File: config.mk
export PLATFORM = sky130hd
export DESIGN_NAME = isa_i2c_slave
export DESIGN_NICKNAME = d
export VERILOG_FILES = /design/src/logic/isa_pkg.sv /design/src/logic/isa_i2c_slave.sv
export SDC_FILE = /design/constraint.sdc
export NUM_CORES = 1
export LEC_CHECK = 0
export BUFFER_PORTS_ARGS = -buffer_cell sky130_fd_sc_hd__buf_2
export CORE_UTILIZATION = 55
export CTS_CLUSTER_SIZE = 24
export DETAILED_ROUTE_END_ITERATION = 10
export GPL_TIMING_DRIVEN = 0
export HOLD_SLACK_MARGIN = 0.12
export PLACE_DENSITY_LB_ADDON = 0.05
export SLEW_MARGIN = 20
export SYNTH_ARGS = -nofsm -noshare
export SYNTH_HDL_FRONTEND = slang
export SYNTH_SLANG_ARGS = --single-unit
File: constraint.sdc
create_clock -name sys_clk -period 2.9 [get_ports sys_clk]
set_input_delay 0.58 -clock sys_clk [delete_from_list [all_inputs] [get_ports sys_clk]]
set_output_delay 0.58 -clock sys_clk [all_outputs]
set_load 0.05 [all_outputs]
File: src/logic/isa_pkg.sv
package isa_pkg;

  // ==========================================================================
  // register indices (byte address = bank base + 4 * index)
  localparam logic [7:0]  IDX_IRQ_FLAGS  = 8'h10;
  localparam logic [7:0]  IDX_IRQ_EN     = 8'h11;
  localparam logic [7:0]  IDX_CTRL_FIRST = 8'h11;
  localparam logic [7:0]  IDX_OWN_ADDR   = 8'h12;
  localparam logic [7:0]  IDX_STATUS     = 8'h13;
  localparam logic [7:0]  IDX_BUFFER     = 8'h14;
  localparam logic [11:0] BASE_PORT      = 12'h000;
  localparam logic [11:0] BASE_IRQ       = 12'h100;
  localparam logic [11:0] ADDR_IRQ_FLAGS = BASE_IRQ + {2'h0, IDX_IRQ_FLAGS, 2'h0};
  localparam logic [11:0] ADDR_IRQ_EN    = BASE_IRQ + {2'h0, IDX_IRQ_EN, 2'h0};
  localparam logic [11:0] ADDR_CTRL      = BASE_PORT + {2'h0, IDX_CTRL_FIRST, 2'h0};
  localparam logic [11:0] ADDR_OWN       = BASE_PORT + {2'h0, IDX_OWN_ADDR, 2'h0};
  localparam logic [11:0] ADDR_STATUS    = BASE_PORT + {2'h0, IDX_STATUS, 2'h0};
  localparam logic [11:0] ADDR_BUFFER    = BASE_PORT + {2'h0, IDX_BUFFER, 2'h0};

  // ==========================================================================
  // reset values and masks
  localparam logic [7:0]  RST_IRQ_FLAGS  = 8'h02;
  localparam logic [7:0]  RST_IRQ_EN     = 8'h00;
  localparam logic [7:0]  RST_CTRL       = 8'h00;
  localparam logic [7:0]  RST_STATUS     = 8'h00;
  localparam logic [7:0]  RST_OWN        = 8'h00;
  localparam logic [7:0]  RST_BUFFER     = 8'h00;
  localparam logic [7:0]  IRQ_IMPL_MASK  = 8'hef;

  // ==========================================================================
  // field positions
  localparam int CTL_WRITE_COLLISION   = 7;
  localparam int CTL_OVF    = 6;
  localparam int CTL_EN     = 5;
  localparam int CTL_CKREL  = 4;
  localparam int ST_SMP     = 7;
  localparam int ST_CKE     = 6;
  localparam int ST_DATA    = 5;
  localparam int ST_STOP    = 4;
  localparam int ST_START   = 3;
  localparam int ST_RW      = 2;
  localparam int ST_UA      = 1;
  localparam int ST_BF      = 0;
  localparam int IRQ_PORT   = 7;

  // ==========================================================================
  // modes and protocol constants
  localparam logic [3:0] MODE_SLV7   = 4'h6;
  localparam logic [3:0] MODE_SLV10  = 4'h7;
  localparam logic [3:0] MODE_MASTER = 4'h8;
  localparam logic [4:0] TEN_BIT_HDR = 5'h1e;
  localparam logic [3:0] BITS_BYTE   = 4'h8;

  typedef enum logic [2:0] {
    ISA_IDLE, ISA_SHIFT, ISA_ACK, ISA_TXWAIT, ISA_TX, ISA_TXACK
  } isa_state_t;

endpackage : isa_pkg
File: src/logic/isa_i2c_slave.sv
// Our own choice: the APB slave port.
`timescale 1ns/1ps
// Function
// enabled two-wire mode makes clock and data pins open-drain.
// low four control bits pick 7-bit slave, 10-bit slave or master.
// master clock is oscillator over four times (address register plus one).
// port works only while the enable bit is set.
// completed byte moves to the buffer and raises the port flag.
// byte arriving while buffer full sets overflow and is dropped; overflow is set for data bytes only, a matched address byte is just dropped.
// own-address register holds slave address, reloaded between 10-bit halves.
// matched address or later data byte is acknowledged and buffered.
// full or overflow withholds acknowledge and buffer load, still raises flag.
// buffer read clears full; overflow clears only by software write.
// after enabling, wait for start then shift eight bits.
// data bits sampled on serial clock rising edge.
// shift bits 7..1 compared with own address at eighth falling edge.
// match loads buffer, sets full, acks, flags at ninth falling edge.
// 10-bit header is 11110 A9 A8 with write direction.
// first 10-bit byte sets flag, full, update-due and stretches clock.
// second 10-bit byte does the same; reload releases clock.
// after repeated start only the high byte must match, no update.
// as slave-transmitter the device drives the data pin itself.
// status shows start, stop, data/address, update-due and direction.
// transmit bits change on falling clock edges.
// master ack latched on ninth rising edge; nack ends transfer.
// port flag sticks until cleared, requests only when enabled.
// master must wait while the slave holds the clock low.
module isa_i2c_slave
  import isa_pkg::*;
(
  input  wire logic        sys_clk,
  input  wire logic        arst_n,
  input  wire logic [11:0] paddr,
  input  wire logic        psel,
  input  wire logic        penable,
  input  wire logic        pwrite,
  input  wire logic [31:0] pwdata,
  output logic      [31:0] prdata,
  output logic             pready,
  output logic             pslverr,
  input  wire logic        sclIn,
  output logic             sclOut,
  output logic             sclOe,
  input  wire logic        sdaIn,
  output logic             sdaOut,
  output logic             sdaOe,
  output logic             pinsOpenDrain,
  output logic             portIrq
);
  // ==========================================================================
  // state
  isa_state_t  state_reg,     state_next;
  logic [7:0]  ctrl_reg,      ctrl_next;
  logic [7:0]  status_reg,    status_next;
  logic [7:0]  own_reg,       own_next;
  logic [7:0]  buf_reg,       buf_next;
  logic [7:0]  irqFlags_reg,  irqFlags_next;
  logic [7:0]  irqEn_reg,     irqEn_next;
  logic [7:0]  shift_reg,     shift_next;
  logic [3:0]  bitCnt_reg,    bitCnt_next;
  logic        addrPhase_reg, addrPhase_next;
  logic        tenLow_reg,    tenLow_next;
  logic        addr10_reg,    addr10_next;
  logic        sclPrev_reg,   sclPrev_next;
  logic        sdaPrev_reg,   sdaPrev_next;
  logic [8:0]  mstCnt_reg,    mstCnt_next;
  logic        mstScl_reg,    mstScl_next;
  logic [31:0] prdata_reg,    prdata_next;
  logic        pready_reg,    pready_next;
  logic        pslverr_reg,   pslverr_next;
  logic        sclOe_reg,     sclOe_next;
  logic        sdaOe_reg,     sdaOe_next;
  logic        odrain_reg,    odrain_next;
  logic        irq_reg,       irq_next;
  logic        enabled;
  logic        slaveMode;
  logic        masterMode;
  logic        sclRise;
  logic        sclFall;
  logic        startDet;
  logic        stopDet;
  logic        access;
  logic        doWrite;
  logic        doRead;
  logic        hit;
  logic [7:0]  rdByte;
  logic        accept;
  logic        match;
  logic        hiMatch;
  // ==========================================================================
  // next-state logic
  always_comb begin
    state_next     = state_reg;
    ctrl_next      = ctrl_reg;
    status_next    = status_reg;
    own_next       = own_reg;
    buf_next       = buf_reg;
    irqFlags_next  = irqFlags_reg;
    irqEn_next     = irqEn_reg;
    shift_next     = shift_reg;
    bitCnt_next    = bitCnt_reg;
    addrPhase_next = addrPhase_reg;
    tenLow_next    = tenLow_reg;
    addr10_next    = addr10_reg;
    mstCnt_next    = mstCnt_reg;
    mstScl_next    = mstScl_reg;
    sdaOe_next     = sdaOe_reg;
    sclPrev_next   = sclIn;
    sdaPrev_next   = sdaIn;
    enabled    = ctrl_reg[CTL_EN];
    slaveMode  = (ctrl_reg[3:0] == MODE_SLV7) || (ctrl_reg[3:0] == MODE_SLV10);
    masterMode = ctrl_reg[3:0] == MODE_MASTER;
    sclRise    = sclIn & ~sclPrev_reg;
    sclFall    = ~sclIn & sclPrev_reg;
    startDet   = sclIn & sclPrev_reg & ~sdaIn & sdaPrev_reg;
    stopDet    = sclIn & sclPrev_reg & sdaIn & ~sdaPrev_reg;
    accept     = ~status_reg[ST_BF] & ~ctrl_reg[CTL_OVF];
    hiMatch    = shift_reg[7:1] == own_reg[7:1];
    match      = 1'b0;
    // ==========================================================================
    // apb slave: one wait state, side effects at the completing edge
    access  = psel & penable;
    doWrite = access & pready_reg & pwrite;
    doRead  = access & pready_reg & ~pwrite;
    hit     = 1'b1;
    case (paddr)
      ADDR_IRQ_FLAGS: rdByte = irqFlags_reg;
      ADDR_IRQ_EN:    rdByte = irqEn_reg;
      ADDR_CTRL:      rdByte = ctrl_reg;
      ADDR_OWN:       rdByte = own_reg;
      ADDR_STATUS:    rdByte = status_reg;
      ADDR_BUFFER:    rdByte = buf_reg;
      default: begin
        rdByte = 8'h00;
        hit    = 1'b0;
      end
    endcase
    pready_next  = access & ~pready_reg;
    pslverr_next = access & ~pready_reg & ~hit;
    prdata_next  = (access & ~pready_reg & ~pwrite) ? {24'h000000, rdByte} : 32'h00000000;
    if (doWrite) begin
      case (paddr)
        ADDR_IRQ_FLAGS: irqFlags_next = pwdata[7:0] & IRQ_IMPL_MASK;
        ADDR_IRQ_EN:    irqEn_next = pwdata[7:0] & IRQ_IMPL_MASK;
        ADDR_CTRL: begin
          ctrl_next = pwdata[7:0];
          ctrl_next[CTL_WRITE_COLLISION] = ctrl_reg[CTL_WRITE_COLLISION] & pwdata[CTL_WRITE_COLLISION];
          ctrl_next[CTL_OVF]  = ctrl_reg[CTL_OVF] & pwdata[CTL_OVF];
        end
        ADDR_OWN: begin
          own_next            = pwdata[7:0];
          status_next[ST_UA]  = 1'b0;
        end
        ADDR_STATUS: status_next[ST_SMP:ST_CKE] = pwdata[ST_SMP:ST_CKE];
        ADDR_BUFFER: begin
          buf_next = pwdata[7:0];
          if (state_reg == ISA_TX || state_reg == ISA_TXACK) begin
            ctrl_next[CTL_WRITE_COLLISION] = 1'b1;
          end else begin
            shift_next = pwdata[7:0];
          end
        end
        default: ;
      endcase
    end
    if (doRead && paddr == ADDR_BUFFER) begin
      status_next[ST_BF] = 1'b0;
    end
    // ==========================================================================
    // master clock generator: period of 4 * (own + 1) core clocks
    if (enabled && masterMode) begin
      if (mstCnt_reg >= {own_reg, 1'b0} + 9'h001) begin
        mstCnt_next = 9'h000;
        mstScl_next = ~mstScl_reg;
      end else begin
        mstCnt_next = mstCnt_reg + 9'h001;
      end
    end else begin
      mstCnt_next = 9'h000;
      mstScl_next = 1'b1;
    end
    // ==========================================================================
    // slave engine; hardware sets below override software clears above
    if (!enabled || !slaveMode) begin
      state_next  = ISA_IDLE;
      sdaOe_next  = 1'b0;
      addr10_next = 1'b0;
      tenLow_next = 1'b0;
    end else if (startDet) begin
      state_next            = ISA_SHIFT;
      bitCnt_next           = 4'h0;
      addrPhase_next        = 1'b1;
      tenLow_next           = 1'b0;
      sdaOe_next            = 1'b0;
      status_next[ST_START] = 1'b1;
      status_next[ST_STOP]  = 1'b0;
    end else if (stopDet) begin
      state_next            = ISA_IDLE;
      sdaOe_next            = 1'b0;
      addr10_next           = 1'b0;
      status_next[ST_STOP]  = 1'b1;
      status_next[ST_START] = 1'b0;
    end else begin
      case (state_reg)
        ISA_SHIFT: begin
          if (sclRise) begin
            shift_next  = {shift_reg[6:0], sdaIn};
            bitCnt_next = bitCnt_reg + 4'h1;
          end else if (sclFall && bitCnt_reg == BITS_BYTE) begin
            if (addrPhase_reg) begin
              if (ctrl_reg[3:0] == MODE_SLV7) begin
                match                = hiMatch;
                status_next[ST_RW]   = shift_reg[0];
                addrPhase_next       = ~hiMatch;
              end else if (!tenLow_reg) begin
                match = hiMatch && shift_reg[7:3] == TEN_BIT_HDR;
                status_next[ST_RW] = shift_reg[0];
                if (match && addr10_reg && shift_reg[0]) begin
                  addrPhase_next = 1'b0;
                end else if (match) begin
                  tenLow_next        = 1'b1;
                  status_next[ST_UA] = 1'b1;
                end
              end else begin
                match              = shift_reg == own_reg;
                tenLow_next        = 1'b0;
                addr10_next        = match;
                addrPhase_next     = ~match;
                status_next[ST_UA] = match;
              end
              status_next[ST_DATA] = 1'b0;
            end else begin
              match                = 1'b1;
              status_next[ST_DATA] = 1'b1;
              if (status_reg[ST_BF]) begin
                ctrl_next[CTL_OVF] = 1'b1;
              end
            end
            if (match) begin
              state_next = ISA_ACK;
              sdaOe_next = accept;
              if (accept) begin
                buf_next           = shift_reg;
                status_next[ST_BF] = 1'b1;
              end
            end else begin
              state_next  = ISA_IDLE;
              tenLow_next = 1'b0;
            end
          end
        end
        ISA_ACK: begin
          if (sclFall) begin
            sdaOe_next              = 1'b0;
            irqFlags_next[IRQ_PORT] = 1'b1;
            bitCnt_next             = 4'h0;
            if (!addrPhase_reg && status_reg[ST_RW] && status_next[ST_DATA] == 1'b0) begin
              state_next           = ISA_TXWAIT;
              ctrl_next[CTL_CKREL] = 1'b0;
            end else begin
              state_next = ISA_SHIFT;
            end
          end
        end
        ISA_TXWAIT: begin
          if (ctrl_next[CTL_CKREL]) begin
            sdaOe_next  = ~shift_next[7];
            shift_next  = {shift_next[6:0], 1'b0};
            bitCnt_next = 4'h1;
            state_next  = ISA_TX;
          end
        end
        ISA_TX: begin
          if (sclFall) begin
            if (bitCnt_reg == BITS_BYTE) begin
              sdaOe_next = 1'b0;
              state_next = ISA_TXACK;
            end else begin
              sdaOe_next  = ~shift_reg[7];
              shift_next  = {shift_reg[6:0], 1'b0};
              bitCnt_next = bitCnt_reg + 4'h1;
            end
          end
        end
        ISA_TXACK: begin
          if (sclRise && sdaIn) begin
            state_next = ISA_IDLE;
          end else if (sclFall) begin
            irqFlags_next[IRQ_PORT] = 1'b1;
            status_next[ST_DATA]    = 1'b1;
            ctrl_next[CTL_CKREL]    = 1'b0;
            state_next              = ISA_TXWAIT;
          end
        end
        default: ;
      endcase
    end
    // ==========================================================================
    // pins: both open-drain, only ever pulled low
    odrain_next = enabled & (slaveMode | masterMode);
    sclOe_next  = (enabled & slaveMode & ((status_next[ST_UA] & (state_next != ISA_ACK))
                  | (state_next == ISA_TXWAIT & ~ctrl_next[CTL_CKREL])))
                  | (enabled & masterMode & ~mstScl_next);
    irq_next    = irqFlags_next[IRQ_PORT] & irqEn_next[IRQ_PORT];
  end
  // ==========================================================================
  // registers
  always_ff @(posedge sys_clk or negedge arst_n) begin
    if (!arst_n) begin
      state_reg     <= ISA_IDLE;
      ctrl_reg      <= RST_CTRL;
      status_reg    <= RST_STATUS;
      own_reg       <= RST_OWN;
      buf_reg       <= RST_BUFFER;
      irqFlags_reg  <= RST_IRQ_FLAGS;
      irqEn_reg     <= RST_IRQ_EN;
      shift_reg     <= 8'h00;
      bitCnt_reg    <= 4'h0;
      addrPhase_reg <= 1'b1;
      tenLow_reg    <= 1'b0;
      addr10_reg    <= 1'b0;
      sclPrev_reg   <= 1'b1;
      sdaPrev_reg   <= 1'b1;
      mstCnt_reg    <= 9'h000;
      mstScl_reg    <= 1'b1;
      prdata_reg    <= 32'h00000000;
      pready_reg    <= 1'b0;
      pslverr_reg   <= 1'b0;
      sclOe_reg     <= 1'b0;
      sdaOe_reg     <= 1'b0;
      odrain_reg    <= 1'b0;
      irq_reg       <= 1'b0;
    end else begin
      state_reg     <= state_next;
      ctrl_reg      <= ctrl_next;
      status_reg    <= status_next;
      own_reg       <= own_next;
      buf_reg       <= buf_next;
      irqFlags_reg  <= irqFlags_next;
      irqEn_reg     <= irqEn_next;
      shift_reg     <= shift_next;
      bitCnt_reg    <= bitCnt_next;
      addrPhase_reg <= addrPhase_next;
      tenLow_reg    <= tenLow_next;
      addr10_reg    <= addr10_next;
      sclPrev_reg   <= sclPrev_next;
      sdaPrev_reg   <= sdaPrev_next;
      mstCnt_reg    <= mstCnt_next;
      mstScl_reg    <= mstScl_next;
      prdata_reg    <= prdata_next;
      pready_reg    <= pready_next;
      pslverr_reg   <= pslverr_next;
      sclOe_reg     <= sclOe_next;
      sdaOe_reg     <= sdaOe_next;
      odrain_reg    <= odrain_next;
      irq_reg       <= irq_next;
    end
  end
  assign prdata        = prdata_reg;
  assign pready        = pready_reg;
  assign pslverr       = pslverr_reg;
  assign sclOe         = sclOe_reg;
  assign sdaOe         = sdaOe_reg;
  assign sclOut        = ~odrain_reg & 1'b0;
  assign sdaOut        = ~odrain_reg & 1'b0;
  assign pinsOpenDrain = odrain_reg;
  assign portIrq       = irq_reg;
endmodule : isa_i2c_slave

==> impl_metrics.toml <==
[run_status]
status = "completed"

[layout]
diodes = 0
drive_above_1_share = 0.246
layout_common_cells = "85 x dfrtp_1, 44 x nor2_1, 43 x mux2_2"
fillerInstances = 788
nNetsFinal = 670
syn2layout_area_growth_pct = 13.1
mostFrequentLayoutCell = "dfrtp_1"
largest_reg_flops = 9
fin_cells = 742
fin_util = 0.650
area.sequential_sq_mm = 0.00226
multi_input_area_sq_mm = 0.00287

[sta]
fmax_ghz = 0.378
rsz0062_at_grt = "false"
slew_violations = 0
clock_skew_ns = 0.0196
layout_min_cycle_time_ns = 2.64
max_slew_margin = 0.386
finalCritPeriodShare = 0.912
fin_ws_ns = 0.256
finalHoldViolations = 0
worstMarginPinSlew_ns = 0.915
setup_violations = 0

[cts]
clk_path_buf_depth = 2
cts-root-buf = "clkbuf_8"
insertion_delay_ns = 0.38
numCtsBuffers = 9
h-tree-depth = 3
cts_sinks = 90
cts.reportedPaths.clkPinSlew_ns = 0.10
post_cts_buffers = 0
tritoncts = "yes"

[floorplanning]
start_util = 0.575
die-area_sq_mm = 0.0101
num_rows = 35
dieWidth_um = 101
die_h_um = 101
ios = 91
core-area_sq_mm = 0.00933

[setup_path]
slowest_delay_ns = 0.57
cp_data_required_time_ns = 3.16
cpMaxStageDelayCell = "nor4_4"
crit_start = "paddr[9]"
arrival_ns = 2.90
critPathTopFamily = "simple AND/OR/NAND/NOR gates"
cp_cell_sequence = "buf_2, nor4b_4, nand4_4, mux2_4, nor4_4, nor2_1, a221o_1"
cp_num_buf_inv = 1
crit_fanout = 10
r2r-start = "own_reg[6]$_DFFE_PN0P_"
crit_path_end_kind = "register"
worstSetupStartpointType = "input port"
crit_type = "in -> reg"

[flow_run]
cap_viol_max_count = 0

[power_and_ir_drop]
power_frac_comb = 0.095
pwr_density_cell_mw_per_mm2 = 387
p_seq_frac = 0.539
p_switching_uw = 689
p_int_mw = 1.66
swShare = 0.294
total_power_mw = 2.35
ir_worst_vdd_v = 0.000222
power.leakage_nw = 2.85
clkPwrFrac = 0.367

[grt]
grt_use_met3 = 0.0388
use_met1 = 0.374
grt_pass1_wl_um = 21500
gr-usage-all-layers = 0.277
met2_usage = 0.463
antenna_found_initial = 0
grt_pass1_vias = 4149
grt.busiest_layer = "met2"
grt_max_degree = 59
overflow = 0

[min_path]
min_from = "sdaIn"
min_path_type = "in -> reg"

[yosys]
synth_ff_type = "dfrtp_1"
synth_fa_ha_area_frac = 0.0257
synth_edf_count = 0
synthArstFlopShare = 1.00
synth_compound_gate_area_share = 0.143
synth_xor_area_frac = 0.0278
avgSynthCellArea_sq_um = 10.1
synth_cell_type_count = 71
synth_cells = 531
ys_ff_latch = 90
synth_area_sq_mm = 0.00536
yosysWarnings = 0
muxShareOfSynthArea = 0.130
synth_top_family_by_area = "simple AND/OR/NAND/NOR gates"
ys_seq_area_frac = 0.421
synth_simple_gate_area_frac = 0.188

[detailed_routing]
drt_iter0_drc = 168
drt-wirelength-per-cell_um = 17.5
firstDrtPassIters = 5
via_count = 4385
viasPerCell = 5.91
drc = 0
ant_nets = 0
routed_wl_um = 13000

[place]
dp_cells = 725
dp_slack_ns = -0.226
io_buffers = 39
dp_hpwl_um = 9730
gp_congestion = 0.858
metrics by stage:
step	setup TNS [ns]	area, sq um	hold slack, ns
floorplan	0	5450	0.284
global placement	-1.44	5810	0.485
detailed placement	-1.54	5850	0.485
CTS	0	6060	0.301
global route	0	6060	0.310
finish	0	6060	0.314
path summary, 6_finish.rpt:
kind / endpoint / slack (ns) / cells after the start
max: shift_reg[1]$_DFF_PN0_ / 0.26 / 7
min: sdaPrev_reg$_DFF_PN1_ / 0.31 / 1
max reg2reg: buf_reg[6]$_DFF_PN0_ / 0.31 / 7
min reg2reg: status_reg[7]$_DFFE_PN0P_ / 0.52 / 1
max in group asynchronous: mstScl_reg$_DFF_PN1_ / 1.63 / 3
min in group asynchronous: bitCnt_reg[0]$_DFFE_PN0P_ / 0.63 / 2
power by group through the flow:
| stage | registers (mW) | logic (mW) | clock network [mW] |
|---|---|---|---|
| after floorplan | 1.29 | 0.138 | 0 |
| after global placement | 1.29 | 0.213 | 0 |
| after detailed placement | 1.29 | 0.221 | 0 |
| after CTS | 1.26 | 0.223 | 0.878 |
| after global routing | 1.26 | 0.241 | 0.913 |
| final | 1.26 | 0.223 | 0.860 |
final cells by class:
type                       instances  area share
buffer                            46      0.0452
clock buffer                       9      0.0204
clock inverter                     7      0.0118
inverter                          16     0.00991
multi-input combinational        404       0.474
sequential                        90       0.373
tap                              129      0.0266
timing repair buffer              41      0.0394
synth_stat cells (3+ instances only):
| cell | n | share of area |
|---|---|---|
| a22oi_1 | 8 | 0.011 |
| dfrtp_1 | 85 | 0.40 |
| a21o_1 | 3 | 0.0042 |
| nor3_1 | 10 | 0.0093 |
| and3_1 | 8 | 0.0093 |
| ha_1 | 11 | 0.026 |
| a211oi_1 | 5 | 0.0070 |
| nor2b_1 | 8 | 0.0093 |
| and4b_1 | 4 | 0.0075 |
| dfstp_2 | 5 | 0.025 |
| nand4_1 | 6 | 0.0070 |
| nand2_1 | 32 | 0.022 |
| o21bai_1 | 3 | 0.0042 |
| o21ai_0 | 23 | 0.021 |
| a221o_1 | 10 | 0.019 |
| mux2i_1 | 20 | 0.037 |
| a221oi_1 | 4 | 0.0065 |
| inv_1 | 16 | 0.011 |
| xnor2_1 | 9 | 0.015 |
| a211o_1 | 3 | 0.0049 |
| mux2_2 | 43 | 0.090 |
| buf_2 | 3 | 0.0028 |
| a31oi_1 | 6 | 0.0070 |
| buf_4 | 26 | 0.036 |
| buf_1 | 3 | 0.0021 |
| nand3b_1 | 3 | 0.0042 |
| o211ai_1 | 3 | 0.0042 |
| nand3_1 | 16 | 0.015 |
| and2_1 | 3 | 0.0035 |
| xor2_1 | 8 | 0.013 |
| a21oi_1 | 27 | 0.025 |
| nor2_1 | 44 | 0.031 |
| clkbuf_1 | 14 | 0.0098 |
| nor4_1 | 5 | 0.0058 |
| nor3b_1 | 3 | 0.0042 |
| nand2b_1 | 5 | 0.0058 |
| or3_1 | 4 | 0.0047 |
timing repair:
item,CTS,global route
resized for setup,0,1
endpoints found under the hold margin,32,0
hold buffers,1,0
endpoints found under the setup margin,0,5
routing by layer:
metal	wire (um)	up-vias
met1	6030	2181
met2	6250	135
met3	571	9
met5	0	-
li1	-	2060
met4	161	0
worst reg2reg max path, cell delays in order (launching register included):
cell,delay (ns)
dfrtp_1,0.47
xor2_1,0.19
nor4_1,0.34
nand4_1,0.38
o21ai_0,0.31
and3_1,0.19
buf_2,0.25
mux2_2,0.36
logic make-up after synthesis:
group / Yosys count
AOI/OAI and AO/OA: 113
adders and majority gates: 11
other: 1
xor gates and xnor gates: 17
DFF: 90
and+or+nand+nor: 173
muxes: 64
buffers and inverters: 62
Power figures use the tool's default switching activity.
